**src/hw/pred_guard_defs.svh**
```systemverilog
// Constants for the predicate guarded issue stage.
`ifndef PRED_GUARD_DEFS_SVH
`define PRED_GUARD_DEFS_SVH
`define PG_NUM_PREDS 64
`define PG_PRED_BITS 6
`define PG_GPR_BITS 7
`define PG_DATA_BITS 64
`define PG_PRED_RESET 64'h0000_0000_0000_0001
`endif

```
**src/hw/pred_guard_pkg.sv**
```systemverilog
// Types for the predicate guarded issue stage.
package pred_guard_pkg;
  typedef enum logic [2:0] {
    OP_ALU,
    OP_STORE,
    OP_CMP,
    OP_CMP_UNC,
    OP_TBIT,
    OP_FP_APPROX,
    OP_COND_BRANCH
  } op_class_t;

  typedef enum logic [1:0] {
    REL_EQ,
    REL_NE,
    REL_LT,
    REL_LTU
  } cmp_rel_t;

  typedef struct packed {
    logic valid;
    logic stop_before;
    op_class_t op;
    cmp_rel_t rel;
    logic [5:0] qp;
    logic [5:0] pd1;
    logic [5:0] pd2;
    logic [6:0] rd;
    logic [5:0] bit_pos;
    logic [63:0] src1;
    logic [63:0] src2;
    logic [63:0] result;
    logic [63:0] target;
  } issue_t;

  typedef struct packed {
    logic gpr_we;
    logic [6:0] gpr_addr;
    logic [63:0] gpr_data;
    logic mem_we;
    logic fp_we;
    logic fp_flag;
    logic branch_taken;
    logic [63:0] branch_target;
  } commit_t;
endpackage

```
**src/hw/predicate_guarded_issue.sv**
```systemverilog
// Execution stage that applies qualifying predicates to instruction writes.
`timescale 1ns/100ps
`include "pred_guard_defs.svh"
module predicate_guarded_issue (
  // Clock and reset
  input wire logic core_clk,
  input wire logic rstn,
  // Issue
  input wire pred_guard_pkg::issue_t issue,
  // Commit
  output pred_guard_pkg::commit_t commit,
  output logic commit_valid
);
  // Field widths shared with the instruction carrier
  localparam int PRED_W = `PG_PRED_BITS;
  localparam int GPR_W = `PG_GPR_BITS;
  localparam int DATA_W = `PG_DATA_BITS;

  // Same-group forwarding state for branches
  logic fwd_v_q;
  logic fwd_v_d;
  logic [PRED_W-1:0] fwd_a1_q;
  logic [PRED_W-1:0] fwd_a1_d;
  logic [PRED_W-1:0] fwd_a2_q;
  logic [PRED_W-1:0] fwd_a2_d;
  logic fwd_p1_q;
  logic fwd_p1_d;
  logic fwd_p2_q;
  logic fwd_p2_d;
  pred_guard_pkg::commit_t commit_q;
  pred_guard_pkg::commit_t commit_d;
  logic valid_q;

  // Decode
  logic is_cmp;
  logic is_unc;
  logic is_tbit;
  logic is_branch;
  logic is_fp_approx;
  logic is_alu;
  logic is_store;
  logic producer;
  logic rel_eq;
  logic rel_ne;
  logic rel_lt;
  logic rel_ltu;
  logic rel_true;
  logic tbit_val;
  logic outcome;

  // Guard selection
  logic qp_arch;
  logic qp_nonzero;
  logic fwd_match1;
  logic fwd_match2;
  logic fwd_hit1;
  logic fwd_hit2;
  logic branch_qp;
  logic qp_eff;
  logic fwd_load;
  logic fwd_keep;

  // Predicate writes
  logic pw_en;
  logic pw_v1;
  logic pw_v2;
  logic we1;
  logic we2;

  // Commit field selection
  logic guard_ok;
  logic alu_wr;
  logic store_wr;
  logic fp_wr;
  logic br_wr;
  logic [GPR_W-1:0] gpr_addr_d;
  logic [DATA_W-1:0] gpr_data_d;
  logic [DATA_W-1:0] target_d;

  // Architectural predicates; a write is seen by reads from the next edge on
  pred_file pred_file_inst (
    .core_clk(core_clk),
    .rstn(rstn),
    .rd_addr(issue.qp),
    .rd_val(qp_arch),
    .we1(we1),
    .wa1(issue.pd1),
    .wv1(pw_v1),
    .we2(we2),
    .wa2(issue.pd2),
    .wv2(pw_v2)
  );

  assign is_cmp = issue.op == pred_guard_pkg::OP_CMP;
  assign is_unc = issue.op == pred_guard_pkg::OP_CMP_UNC;
  assign is_tbit = issue.op == pred_guard_pkg::OP_TBIT;
  assign is_branch = issue.op == pred_guard_pkg::OP_COND_BRANCH;
  assign is_fp_approx = issue.op == pred_guard_pkg::OP_FP_APPROX;
  assign is_alu = issue.op == pred_guard_pkg::OP_ALU;
  assign is_store = issue.op == pred_guard_pkg::OP_STORE;
  assign producer = is_cmp || is_unc || is_tbit;

  // Every relation is formed; the relation field picks one
  assign rel_eq = issue.src1 == issue.src2;
  assign rel_ne = !rel_eq;
  assign rel_lt = $signed(issue.src1) < $signed(issue.src2);
  assign rel_ltu = issue.src1 < issue.src2;
  assign tbit_val = issue.src1[issue.bit_pos];
  assign rel_true = (issue.rel == pred_guard_pkg::REL_EQ) ? rel_eq :
                    (issue.rel == pred_guard_pkg::REL_NE) ? rel_ne :
                    (issue.rel == pred_guard_pkg::REL_LT) ? rel_lt :
                    rel_ltu;
  assign outcome = is_tbit ? tbit_val : rel_true;

  // Forwarding window is cleared by a group stop; p0 never hits the copy
  assign qp_nonzero = issue.qp != 6'h00;
  assign fwd_match1 = fwd_a1_q == issue.qp;
  assign fwd_match2 = fwd_a2_q == issue.qp;
  assign fwd_hit1 = fwd_v_q && !issue.stop_before && fwd_match1 && qp_nonzero;
  assign fwd_hit2 = fwd_v_q && !issue.stop_before && fwd_match2 && qp_nonzero;
  assign branch_qp = fwd_hit1 ? fwd_p1_q : fwd_hit2 ? fwd_p2_q : qp_arch;
  // Non-branch users see only the architectural file
  assign qp_eff = is_branch ? branch_qp : qp_arch;

  // Unconditional compare writes zeros when guard false; normal compare writes nothing
  assign pw_en = issue.valid && producer && (qp_eff || is_unc);
  assign pw_v1 = qp_eff && outcome;
  assign pw_v2 = qp_eff && !outcome;
  assign we1 = pw_en && issue.pd1 != 6'h00;
  assign we2 = pw_en && issue.pd2 != 6'h00;

  // A false guard leaves every write enable below low except fp_wr
  assign guard_ok = issue.valid && qp_eff;
  assign alu_wr = guard_ok && is_alu;
  assign store_wr = guard_ok && is_store;
  // Approximation writes its result and reports the guard through a flag
  assign fp_wr = issue.valid && is_fp_approx;
  assign br_wr = issue.valid && is_branch && branch_qp;
  assign gpr_addr_d = alu_wr ? issue.rd : '0;
  assign gpr_data_d = alu_wr ? issue.result : '0;
  assign target_d = br_wr ? issue.target : '0;

  assign commit_d = '{
    gpr_we: alu_wr,
    gpr_addr: gpr_addr_d,
    gpr_data: gpr_data_d,
    mem_we: store_wr,
    fp_we: fp_wr,
    fp_flag: fp_wr && qp_arch,
    branch_taken: br_wr,
    branch_target: target_d
  };

  // Port one wins a shared destination, in the file and in this copy alike
  assign fwd_load = issue.valid && pw_en;
  assign fwd_keep = !issue.valid || !issue.stop_before;
  assign fwd_v_d = (fwd_keep && fwd_v_q) || fwd_load;
  assign fwd_a1_d = fwd_load ? issue.pd1 : fwd_a1_q;
  assign fwd_a2_d = fwd_load ? issue.pd2 : fwd_a2_q;
  assign fwd_p1_d = fwd_load ? pw_v1 : fwd_p1_q;
  assign fwd_p2_d = fwd_load ? pw_v2 : fwd_p2_q;

  always_ff @(posedge core_clk or negedge rstn) begin
    if (!rstn) begin
      fwd_v_q <= 1'b0;
    end else begin
      fwd_v_q <= fwd_v_d;
    end
  end

  always_ff @(posedge core_clk or negedge rstn) begin
    if (!rstn) begin
      fwd_a1_q <= 6'h00;
    end else begin
      fwd_a1_q <= fwd_a1_d;
    end
  end

  always_ff @(posedge core_clk or negedge rstn) begin
    if (!rstn) begin
      fwd_a2_q <= 6'h00;
    end else begin
      fwd_a2_q <= fwd_a2_d;
    end
  end

  always_ff @(posedge core_clk or negedge rstn) begin
    if (!rstn) begin
      fwd_p1_q <= 1'b0;
    end else begin
      fwd_p1_q <= fwd_p1_d;
    end
  end

  always_ff @(posedge core_clk or negedge rstn) begin
    if (!rstn) begin
      fwd_p2_q <= 1'b0;
    end else begin
      fwd_p2_q <= fwd_p2_d;
    end
  end

  // Data outputs leave from flip-flops; a suppressed slot still shows commit_valid
  always_ff @(posedge core_clk or negedge rstn) begin
    if (!rstn) begin
      commit_q <= '0;
    end else begin
      commit_q <= commit_d;
    end
  end

  always_ff @(posedge core_clk or negedge rstn) begin
    if (!rstn) begin
      valid_q <= 1'b0;
    end else begin
      valid_q <= issue.valid;
    end
  end

  assign commit = commit_q;
  assign commit_valid = valid_q;
endmodule

```
**src/hw/pred_file.sv**
```systemverilog
// Predicate register file with two write ports and a hardwired true entry.
`timescale 1ns/100ps
`include "pred_guard_defs.svh"
module pred_file #(
  parameter int NUM = `PG_NUM_PREDS
) (
  // Clock and reset
  input wire logic core_clk,
  input wire logic rstn,
  // Read
  input wire logic [5:0] rd_addr,
  output logic rd_val,
  // Writes
  input wire logic we1,
  input wire logic [5:0] wa1,
  input wire logic wv1,
  input wire logic we2,
  input wire logic [5:0] wa2,
  input wire logic wv2
);
  logic pr_q [NUM];

  genvar i;
  generate
    for (i = 0; i < NUM; i++) begin : g_pr
      if (i == 0) begin : g_zero
        assign pr_q[i] = 1'b1;
      end else begin : g_reg
        always_ff @(posedge core_clk or negedge rstn) begin
          if (!rstn) begin
            pr_q[i] <= 1'b0;
          end else if (we1 && wa1 == 6'(i)) begin
            pr_q[i] <= wv1;
          end else if (we2 && wa2 == 6'(i)) begin
            pr_q[i] <= wv2;
          end
        end
      end
    end
  endgenerate

  assign rd_val = pr_q[rd_addr];
endmodule

```
**config.mk**
```make
export PLATFORM = sky130hd
export DESIGN_NAME = predicate_guarded_issue
export DESIGN_NICKNAME = d
export VERILOG_FILES = /design/src/hw/pred_guard_pkg.sv /design/src/hw/predicate_guarded_issue.sv /design/src/hw/pred_file.sv
export VERILOG_INCLUDE_DIRS = /design/src /design/src/hw
export SDC_FILE = /design/constraint.sdc
export NUM_CORES = 1
export LEC_CHECK = 0
export ABC_AREA = 1
export BUFFER_PORTS_ARGS = -buffer_cell sky130_fd_sc_hd__clkbuf_2
export CORE_MARGIN = 5
export CORE_UTILIZATION = 30
export DETAILED_ROUTE_END_ITERATION = 10
export SLEW_MARGIN = 20
export SYNTH_ARGS = -nofsm -noshare
export SYNTH_HDL_FRONTEND = slang
export SYNTH_SLANG_ARGS = --single-unit
```
**constraint.sdc**
```tcl
create_clock -name core_clk -period 1.7 [get_ports core_clk]
set_input_delay 0.34 -clock core_clk [delete_from_list [all_inputs] [get_ports core_clk]]
set_output_delay 0.34 -clock core_clk [all_outputs]
set_load 0.1 [all_outputs]
```
# After elaboration in Yosys (flattened, before gate mapping)
# Cells that the tools add are included.
[totals]
ff_bits = 219
latchBits = 0
ramBits = 0
romBits = 0
in_bits = 296
out_inout_bits = 141
wordCells = 583
n_memories = 0
[classes]
addsub = 0
multipliers = 0
n_div = 0
magnitude_cmp = 4
eq_ne = 137
n_shift = 0
muxes = 141
bitwise_logic = 1
reduce_logical = 223
[op_table]
columns = ["operator", "count"]
rows = [
  ["6-bit equality test (second input constant)", 64],
  ["6-bit by 5-bit equality test with 1-bit output (second input constant)", 32],
  ["1-bit logical AND", 146],
  ["1-bit 2-to-1 mux", 136],
  ["64-bit < comparator", 2],
  ["64-bit 2-to-1 mux", 2],
  ["2-bit nonzero test", 63],
  ["6-bit by 4-bit equality test with 1-bit output (second input constant)", 16],
  ["64-bit equality test", 1],
  ["6-bit by 3-bit equality test with 1-bit output (second input constant)", 8],
  ["6-bit by 2-bit equality test with 1-bit output (second input constant)", 4],
  ["6-bit nonzero test", 3],
  ["1-bit binary-select mux with 6-bit select", 2],
  ["6-bit by 1-bit equality test with 1-bit output (second input constant)", 2],
  ["6-bit equality test", 2],
  ["3-bit equality test (second input constant)", 3],
  ["7-bit >= comparator (second input constant)", 1],
  ["6-bit by 7-bit < comparator with 1-bit output (second input constant)", 1],
  ["7-bit 2-to-1 mux", 1],
  ["6-bit NOT with 7-bit output", 1],
  ["3-bit by 2-bit equality test with 1-bit output (second input constant)", 2],
  ["1-bit logical OR", 5],
  ["1-bit logical NOT", 4],
  ["3-bit by 1-bit equality test with 1-bit output (second input constant)", 1],
  ["other kinds (4)", 4],
]

# Longest topological paths before layout
# Gate-level depths: netlist of run 1.
[depth]
ltp_word = 13
mapped_depth = 23
ltp_nobuf = 22

# By module
# Synthesis of run 1 repeated with hierarchy kept, for this count alone.
[unflattened]
hier_cells = 1546
area_unflattened_um2 = 12655.9
[by_module_without_submodules]
columns = ["module", "n_inst", "cells_each", "area_each_um2", "seq_area_each_um2"]
rows = [
  ["predicate_guarded_issue", 1, 905, 8371.8, 3903.7],
  ["pred_file", 1, 641, 4284.1, 1576.5],
]

# Least setup slack after synthesis of run 1
# Ideal clock, no wire load.
[synth_path]
kind = "in2reg"
from = "input issue[175] (netlist name)"
to = "register pred_file_inst.pr_q[49] (netlist name)"
setup_time_ns = 0.117
arrival_ns = 2.119
t_required_ns = 1.583
setup_slack_ns = -0.537
path_stages = 16
n_path_buf = 1
path_cell_list = "inv_1 -> ha_1 -> nand4_1 -> nor3_1 -> nand2_1 -> nor2_1 -> nand3_1 -> nor4_1 -> nor2_1 -> nand2_1 -> nand2_1 -> nand2_2 -> buf_2 -> nand2_1 -> nand3_1 -> nand2_1"
[synth_via]
elab_chain_len = 9
elab_cells_between_ends = 13
cone_classes = "order compare (2); eq/ne (1); mux (6); reduce/logical (4)"
[synth_lines]
columns = ["element", "line_no", "rtl"]
rows = [
  ["start: declaration", "predicate_guarded_issue.sv:9", "input wire pred_guard_pkg::issue_t issue,"],
  ["64-bit < comparator (tied with other cells)", "predicate_guarded_issue.sv:107", "assign rel_ltu = issue.src1 < issue.src2;"],
  ["1-bit 2-to-1 mux or 1-bit logical NOT (tied branches)", "predicate_guarded_issue.sv:111, predicate_guarded_issue.sv:105", ""],
  ["1-bit 2-to-1 mux", "predicate_guarded_issue.sv:110", "(issue.rel == pred_guard_pkg::REL_NE) ? rel_ne :"],
  ["1-bit 2-to-1 mux *", "predicate_guarded_issue.sv:109", "assign rel_true = (issue.rel == pred_guard_pkg::REL_EQ) ? rel_eq :"],
  ["1-bit 2-to-1 mux *", "predicate_guarded_issue.sv:113", "assign outcome = is_tbit ? tbit_val : rel_true;"],
  ["1-bit logical NOT", "predicate_guarded_issue.sv:128", "assign pw_v2 = qp_eff && !outcome;"],
  ["1-bit logical AND", "predicate_guarded_issue.sv:128", ""],
  ["1-bit 2-to-1 mux", "pred_file.sv:34", "end else if (we2 && wa2 == 6'(i)) begin"],
  ["1-bit 2-to-1 mux *", "pred_file.sv:32", "end else if (we1 && wa1 == 6'(i)) begin"],
  ["end signal: indexed assignment", "pred_file.sv:33", "pr_q[i] <= wv1;"],
  ["end signal: indexed assignment", "pred_file.sv:35", "pr_q[i] <= wv2;"],
  ["end: declaration", "pred_file.sv:21", "logic pr_q [NUM];"],
]
# Mark *: on every way between the ends. The rest lies on a longest branch, timed or not. The select of a mux whose other input is x is not followed.
# A chain may end at the register's enable or synchronous reset.

# Worst setup path after layout of run 1
[layout_path]
from = "register pred_file_inst.pr_q[39] (netlist name)"
to = "register pred_file_inst.pr_q[56] (netlist name)"
[layout_via]
elab_chain_len = 11
elab_cells_between_ends = 17
cone_classes = "mux (8); reduce/logical (9)"
[layout_lines]
columns = ["element", "line_no", "rtl"]
rows = [
  ["1-bit binary-select mux with 6-bit select *", "pred_file.sv:42", "assign rd_val = pr_q[rd_addr];"],
  ["1-bit 2-to-1 mux (not written as such) * (2 in series)", "pred_file.sv:42", ""],
  ["1-bit 2-to-1 mux (2 in series)", "predicate_guarded_issue.sv:121", "assign branch_qp = fwd_hit1 ? fwd_p1_q : fwd_hit2 ? fwd_p2_q : qp_arch;"],
  ["1-bit 2-to-1 mux *", "predicate_guarded_issue.sv:123", "assign qp_eff = is_branch ? branch_qp : qp_arch;"],
  ["1-bit logical OR", "predicate_guarded_issue.sv:126", "assign pw_en = issue.valid && producer && (qp_eff || is_unc);"],
  ["1-bit logical AND", "predicate_guarded_issue.sv:126", ""],
  ["1-bit logical AND (on tied branches)", "predicate_guarded_issue.sv:129, predicate_guarded_issue.sv:130", ""],
  ["1-bit logical AND (on tied branches)", "pred_file.sv:32, pred_file.sv:34", ""],
  ["1-bit 2-to-1 mux or 2-bit nonzero test (tied branches)", "n/a", ""],
]
# Marked as above.

==> results of run 1 <==
worst max-delay path: cells and delay by family (launching register included):
family          cells  cell delay [ps]
flops               1              390
simple gates       15             1420
buf+inv             2              370
compound gates      1               70
sequential cells by signal, summed over array words and instances, names as in the netlist:
register,flops
commit,140
commit_valid,1
fwd_a1_q,6
fwd_a2_q,6
fwd_p1_q,1
fwd_p2_q,1
fwd_v_q,1
pred_file_inst.pr_q,63
per-stage QoR:
stage                     TNS, ps  util (%)  instance area (um^2)  total power, W
after floorplan            -64830         -                 15000         0.00735
after global placement    -212480      40.4                 19300         0.00871
after detailed placement  -216270      40.4                 19300         0.00876
after CTS                 -114580      46.0                 22000          0.0155
after global routing      -145730      47.0                 22500          0.0162
final                     -122810      47.0                 22500          0.0156
cells in the final DEF, fill, tap and decap left out, types with 12 or more instances in the layout:
cell	count
nor2_2	28
nand4_4	17
nand2_1	404
dlygate4sd3_1	135
o21ai_0	46
nand2_2	16
nand3_2	14
nand4_1	70
dfrtp_1	219
nand3_1	160
inv_2	12
a21oi_1	41
clkbuf_16	35
inv_1	326
buf_4	180
nor2_1	411
ha_1	55
buf_12	44
clkbuf_2	431
nand4_2	43
o21ai_1	21
metal layers:
layer	routed length, um	up-vias	track usage [%]
met3	5220	150	4.62
met5	34	-	0
met1	27000	8183	30.3
met4	2490	4	6.91
li1	-	8046	-
met2	32200	763	40.0
cells by family after synthesis:
group           synth area share (%)
simple gates                    37.5
fa+ha+maj                       5.48
buf+inv                         13.5
compound gates                  5.52
flops                           37.5
xor+xnor                       0.420
power breakdown:
group	switching [W]	internal (W)	total, W
sequential	0.000121	0.00538	0.00550
combinational	0.00217	0.00155	0.00372
clock	0.00253	0.00385	0.00638
area by class of cell:
| class | instances | area, um^2 |
|---|---|---|
| flip-flops and latches | 219 | 5480 |
| clock buffers | 34 | 742 |
| clock inverters | 14 | 219 |
| well taps | 615 | 769 |
| repair buffers | 814 | 6250 |
| inverters | 345 | 1340 |
| fillers | 4495 | 25400 |
| multi-input cells | 1407 | 7700 |
| diodes | 11 | 27.5 |
worst max-delay path by stage:
stage / from / to / depth (start not counted)
after floorplan: issue[281] / pred_file_inst.pr_q[10] / 20
after global placement: issue[281] / commit[125] / 20
after detailed placement: issue[281] / commit[130] / 20
after CTS: pred_file_inst.pr_q[55] / commit[136] / 19
after global routing: pred_file_inst.pr_q[55] / pred_file_inst.pr_q[19] / 18
final: pred_file_inst.pr_q[39] / pred_file_inst.pr_q[56] / 18
repair_timing:
item	4_1_cts	5_1_grt
gates cloned	7	13
resized for setup	31	58
pin swaps	3	19
endpoints found under the hold margin	228	0
hold buffers	135	0
buffers inserted	9	1
endpoints found under the setup margin	317	348
==> results by group, run 1 <==
Critical path
  – Required @ worst endpoint: 2130 ps
  – Worst setup EP type: flop
  – CP max stage delay: 390 ps
  – Cells on worst reg2reg path: 18
  – Crit path arrival time: 2840 ps
  – Max FO, Critical Path: 9
  – CP Class: reg -> reg
  – R2R setup slack: -710 ps
  – R2r startpoint: pred_file_inst.pr_q[39]
  – Critical-path top delay cell: dfrtp_1
  – RR Endpoint: pred_file_inst.pr_q[56]
  – Startpoint Class: flop
  – Worst path cell trace: nor2_1 -> nor2_1 -> o21ai_0 -> nand3_1 -> nand3_1 -> nand2_1 -> nand2_2 -> nand3_4 -> nand2_2 -> nand2_2 -> nand2_4 -> nand2_4 -> buf_6 -> nand3_4 -> clkbuf_16 -> nand2_1 -> nand3_1 -> nand2_1

Placed design
  – # placed instances: 3,236
  – Final Wtd Congestion: 0.943
  – I/O Buffers: 436
  – Pre-CTS setup slack: -1080 ps
  – Post-DP HPWL: 46.2 mm

Route
  – DRT Pass-1 Iters: 6
  – DRT Wirelength: 67.0 mm
  – ANT nets after route: 0
  – Drt initial violations: 1,527
  – Vias/cell: 4.96
  – Avg WL per Cell: 19.4 um
  – Via count: 17,100
  – Post-route DRC: 0

Synthesis
  – Commonest cells post-synth: nor2_1, nand2_1, inv_1
  – Register area share after synthesis: 37.5%
  – Syn Nets: 2,432
  – Share of the synthesized area in the top cell type: 37.5%
  – Ys Warns: 0
  – Fraction of registers with async set/reset: 100%
  – Seq cells post-synth: 219
  – Yosys top cell by area: dfrtp_1
  – Syn avg cell area: 7.05 um^2
  – Top-count cell post-synth: nor2_1
  – EDFF count, synth: 0
  – Cells after Synth: 2,072
  – Mapped cell area: 14,600 um^2
  – Ys flop type: dfrtp_1
  – Cell variety after synth: 39
  – Largest cells by area after synthesis: dfrtp_1, nor2_1, nand2_1, inv_1, nand3_1

Timing
  – Fin crit period: 2410 ps
  – Setup ws final: -706 ps
  – Slew of the pin with the lowest slew margin: 619 ps
  – Hold slack: 12.8 ps
  – Endpoints failing setup: 276
  – Final hold viol count: 0
  – Pins Over Slew Limit: 0
  – Maximum clock rate: 0.416 GHz
  – Max transition margin: 58.9%
  – Period Utilization, post-route: 142%
  – RSZ-0062 raised after global routing: yes
  – Clk_skew: 35.2 ps

Cells and area
  – Area growth syn-to-layout: 54.3%
  – Share of cells above drive strength 1: 31.5%
  – Fin cells: 3,459
  – Nets: 3,174

Global routing
  – Global-route wire length before repair: 100 mm
  – Gr usage total: 23.4%
  – Total grt overflow: 0
  – Initial antenna violation count: 12
  – Vias in the first global route: 17,600
  – Largest net degree at the start of global routing: 55

Floorplan
  – Starting Density: 30.5%
  – Core Area: 47,900 um^2
  – Vert. Die Dim: 231 um
  – I/O pin count: 437
  – Std-Cell Rows: 80
  – Die ar.: 53,200 um^2
  – Die width: 231 um

Hold path
  – Min-delay src: issue[7]
  – Worst hold path class: in -> reg
  – Hold Path Depth: 3
  – WHS Endpoint: commit[7]

Job
  – Max Cap Viol: 0

Clock network
  – Clk_lat worst skew: 580 ps
  – CTS Buf Count: 27
  – # H-tree levels: 1
  – CTS tree: built
  – Largest buffer count on any clock path: 3
  – Clk sinks: 219
  – CTS clock-pin slew for the worst setup and hold paths: 60 ps
  – Root Driver: clkbuf_16

Outcome
  – Violated checks: setup timing
  – Status: finished with violations

Power and ir drop
  – Cell Pwr Density: 693 nW/um^2
  – VDD IR-drop max: 0.000813 V
  – Leak Pwr: 12.3 nW
Note: power is estimated with default switching activity, not from simulation.
==> run 2, diff against run 1 <==
--- a/config.mk
+++ b/config.mk
@@ -6,7 +6,6 @@
 export SDC_FILE = /design/constraint.sdc
 export NUM_CORES = 1
 export LEC_CHECK = 0
-export ABC_AREA = 1
 export BUFFER_PORTS_ARGS = -buffer_cell sky130_fd_sc_hd__clkbuf_2
 export CORE_MARGIN = 5
 export CORE_UTILIZATION = 30
==> results by group, run 2 <==
Critical path
  – Worst path cell trace: mux2i_1 -> mux4_2 -> a32oi_2 -> o311ai_4 -> or3b_4 -> buf_8 -> a22o_4 -> buf_8 -> nor2_4 -> a31oi_2 -> a22oi_2
  – CP max stage delay: 470 ps
  – Startpoint Class: flop
  – Cell mode on critical path: buf_8
  – Required @ worst endpoint: 2160 ps
  – Max FO, Critical Path: 6
  – Worst setup EP type: flop
  – CP Class: reg -> reg
  – Crit path arrival time: 3470 ps
  – Critical-path top delay cell: mux4_2

Cells and area
  – Nets: 2,293
  – Commonest non-fill, non-tap cell in the layout: clkbuf_2
  – Area growth syn-to-layout: 66.2%
  – Share of cells above drive strength 1: 50.2%
  – Most frequent cells in the layout: clkbuf_2, dfrtp_1, buf_4, and2_1, inv_1
  – FILL cells: 3,546
  – Max reg flops: 140
  – Fin cells: 2,488
  – Util after Layout: 50.4%

Power and ir drop
  – Logic gate share of total power: 23.6%
  – Net Switching: 0.00449 W
  – Leak Pwr: 10.0 nW
  – Cell Pwr Density: 755 nW/um^2
  – Power Total: 0.0152 W
  – Net Sw Frac: 29.6%
  – VDD IR-drop max: 0.000721 V
  – Int Pwr: 0.0107 W
  – Clock share of power: 38.5%
  – Share of power burned in registers: 37.9%

Outcome
  – Violated checks: setup timing
  – Status: finished with violations

Synthesis
  – Mapped cell area: 12,100 um^2
  – Cells after Synth: 1,196
  – Share of the synthesized area in the top cell type: 45.4%
  – Ys flop type: dfrtp_1
  – EDFF count, synth: 0
  – Top-count cell post-synth: dfrtp_1
  – Commonest cells post-synth: dfrtp_1, and2_1, inv_1
  – Cell variety after synth: 66
  – Seq cells post-synth: 219
  – Yosys top cell by area: dfrtp_1
  – Largest cells by area after synthesis: dfrtp_1, and2_1, ha_1, mux4_2, a21oi_1
  – Register area share after synthesis: 45.4%
  – Syn Nets: 1,556
  – Syn avg cell area: 10.1 um^2
  – Fraction of registers with async set/reset: 100%
  – Ys Warns: 0

Placed design
  – # placed instances: 2,304
  – Pre-CTS setup slack: -1840 ps
  – I/O Buffers: 436
  – Post-DP HPWL: 40.4 mm
  – Final Wtd Congestion: 0.973

Hold path
  – Worst hold path class: in -> reg

Floorplan
  – Die width: 211 um
  – I/O pin count: 437
  – Core Area: 39,800 um^2
  – Starting Density: 30.3%
  – Vert. Die Dim: 211 um
  – Std-Cell Rows: 73
  – Die ar.: 44,400 um^2

Global routing
  – Vias in the first global route: 13,600
  – Global-route wire length before repair: 81.8 mm
  – Initial antenna violation count: 12
  – Largest net degree at the start of global routing: 49
  – Total grt overflow: 0
  – Gr usage total: 23.6%

Route
  – Via count: 12,900
  – DRT Pass-1 Iters: 5
  – Drt initial violations: 946
  – Post-route DRC: 0
  – DRT Wirelength: 55.9 mm
  – Avg WL per Cell: 22.5 um
  – Vias/cell: 5.20
  – ANT nets after route: 0

Timing
  – Clk_skew: 34.8 ps
  – Period Utilization, post-route: 177%
  – Maximum clock rate: 0.332 GHz
  – Slew of the pin with the lowest slew margin: 573 ps
  – Setup ws final: -1310 ps
  – Final hold viol count: 0
  – Pins Over Slew Limit: 0
  – Endpoints failing setup: 222
  – RSZ-0062 raised after global routing: yes
  – Max transition margin: 61.5%
  – Fin crit period: 3010 ps

Clock network
  – CTS clock-pin slew for the worst setup and hold paths: 70 ps
  – CTS Buf Count: 25
  – Clk sinks: 219
  – CTS tree: built
  – Root Driver: clkbuf_16
  – Largest buffer count on any clock path: 3
  – # H-tree levels: 1
  – Clk_lat worst skew: 560 ps

Job
  – Max Cap Viol: 0
-- run 2: changes by cell type in the layout (fill, tap and decap cells not counted), moves of 52 or more --
cell,delta
nor2_1,-371
nand2_1,-344
and2_1,+83
and2_4,+52
inv_1,-256
dlygate4sd3_1,-67
nand3_1,-133
-- run 2: path summary, 6_finish.rpt --
check | startpoint | end | slack, ps | depth (start not counted)
min | issue[56] | commit[56] | 10 | 2
max reg2reg | pred_file_inst.pr_q[15] | pred_file_inst.pr_q[33] | -1310 | 11
max in group asynchronous | rstn | commit[130] | 820 | 3
max | pred_file_inst.pr_q[15] | pred_file_inst.pr_q[33] | -1310 | 11
min reg2reg | fwd_v_q | fwd_v_q | 500 | 2
min in group asynchronous | rstn | pred_file_inst.pr_q[30] | 240 | 2
-- run 2: cells by family after synthesis --
kind of cell | after synthesis | synth area share (%)
buf+inv | 146 | 5.38
simple gates | 394 | 18.0
fa+ha+maj | 64 | 6.63
xor+xnor | 13 | 0.943
mux | 70 | 8.00
compound gates | 290 | 15.6
flops | 219 | 45.4
-- run 2: cell type report --
cell class	instances	area, um^2	share of cell area, %
Antenna cell	12	30.0	0.150
Clock buffer	29	661	3.29
Clock inverter	16	221	1.10
Inverter	70	263	1.31
Multi-Input combinational cell	836	6850	34.1
Sequential cell	219	5480	27.3
Tap cell	525	657	3.27
Timing Repair Buffer	781	5920	29.5
-- run 2: critical path, delay by kind of cell (launching register included) --
| kind | cells | cell delay [ps] |
|---|---|---|
| AO/OA/AOI/OAI | 5 | 940 |
| AND/OR/NAND/NOR | 2 | 620 |
| multiplexers | 2 | 580 |
| flip-flops | 1 | 440 |
| buffers and inverters | 2 | 320 |
-- run 2: per-stage QoR --
| stage | instance area, um^2 | hold WS [ps] | TNS (ps) |
|---|---|---|---|
| after global routing | 20100 | -9.08 | -265890 |
| final | 20100 | 11.5 | -255050 |
| after floorplan | 12400 | 44.4 | -213900 |
| after global placement | 16600 | 243 | -331660 |
| after detailed placement | 16600 | 239 | -343400 |
| after CTS | 19600 | 0.522 | -245110 |
-- run 2: layer usage --
layer / wire length (um) / up-vias / track usage [%]
met5: 0 / - / 0
met4: 2690 / 0 / 10.2
met3: 3770 / 137 / 3.40
met2: 28900 / 641 / 42.3
met1: 20500 / 6352 / 28.3
li1: - / 5800 / -
-- run 2: power by group through the flow --
stage                     sequential [W]  combinational, W  clock, W
after floorplan                  0.00595           0.00138         0
after global placement           0.00582           0.00291         0
after detailed placement         0.00582           0.00297         0
after CTS                        0.00573           0.00342   0.00594
after global routing             0.00576           0.00384   0.00615
final                            0.00574           0.00359   0.00583
-- run 2: timing repair --
action	in CTS	in global routing
pin swaps	49	35
resized for setup	181	96
cloned	19	6
setup endpoints to repair	263	262
setup buffers	36	3
hold buffers	68	0
endpoints found under the hold margin	132	0
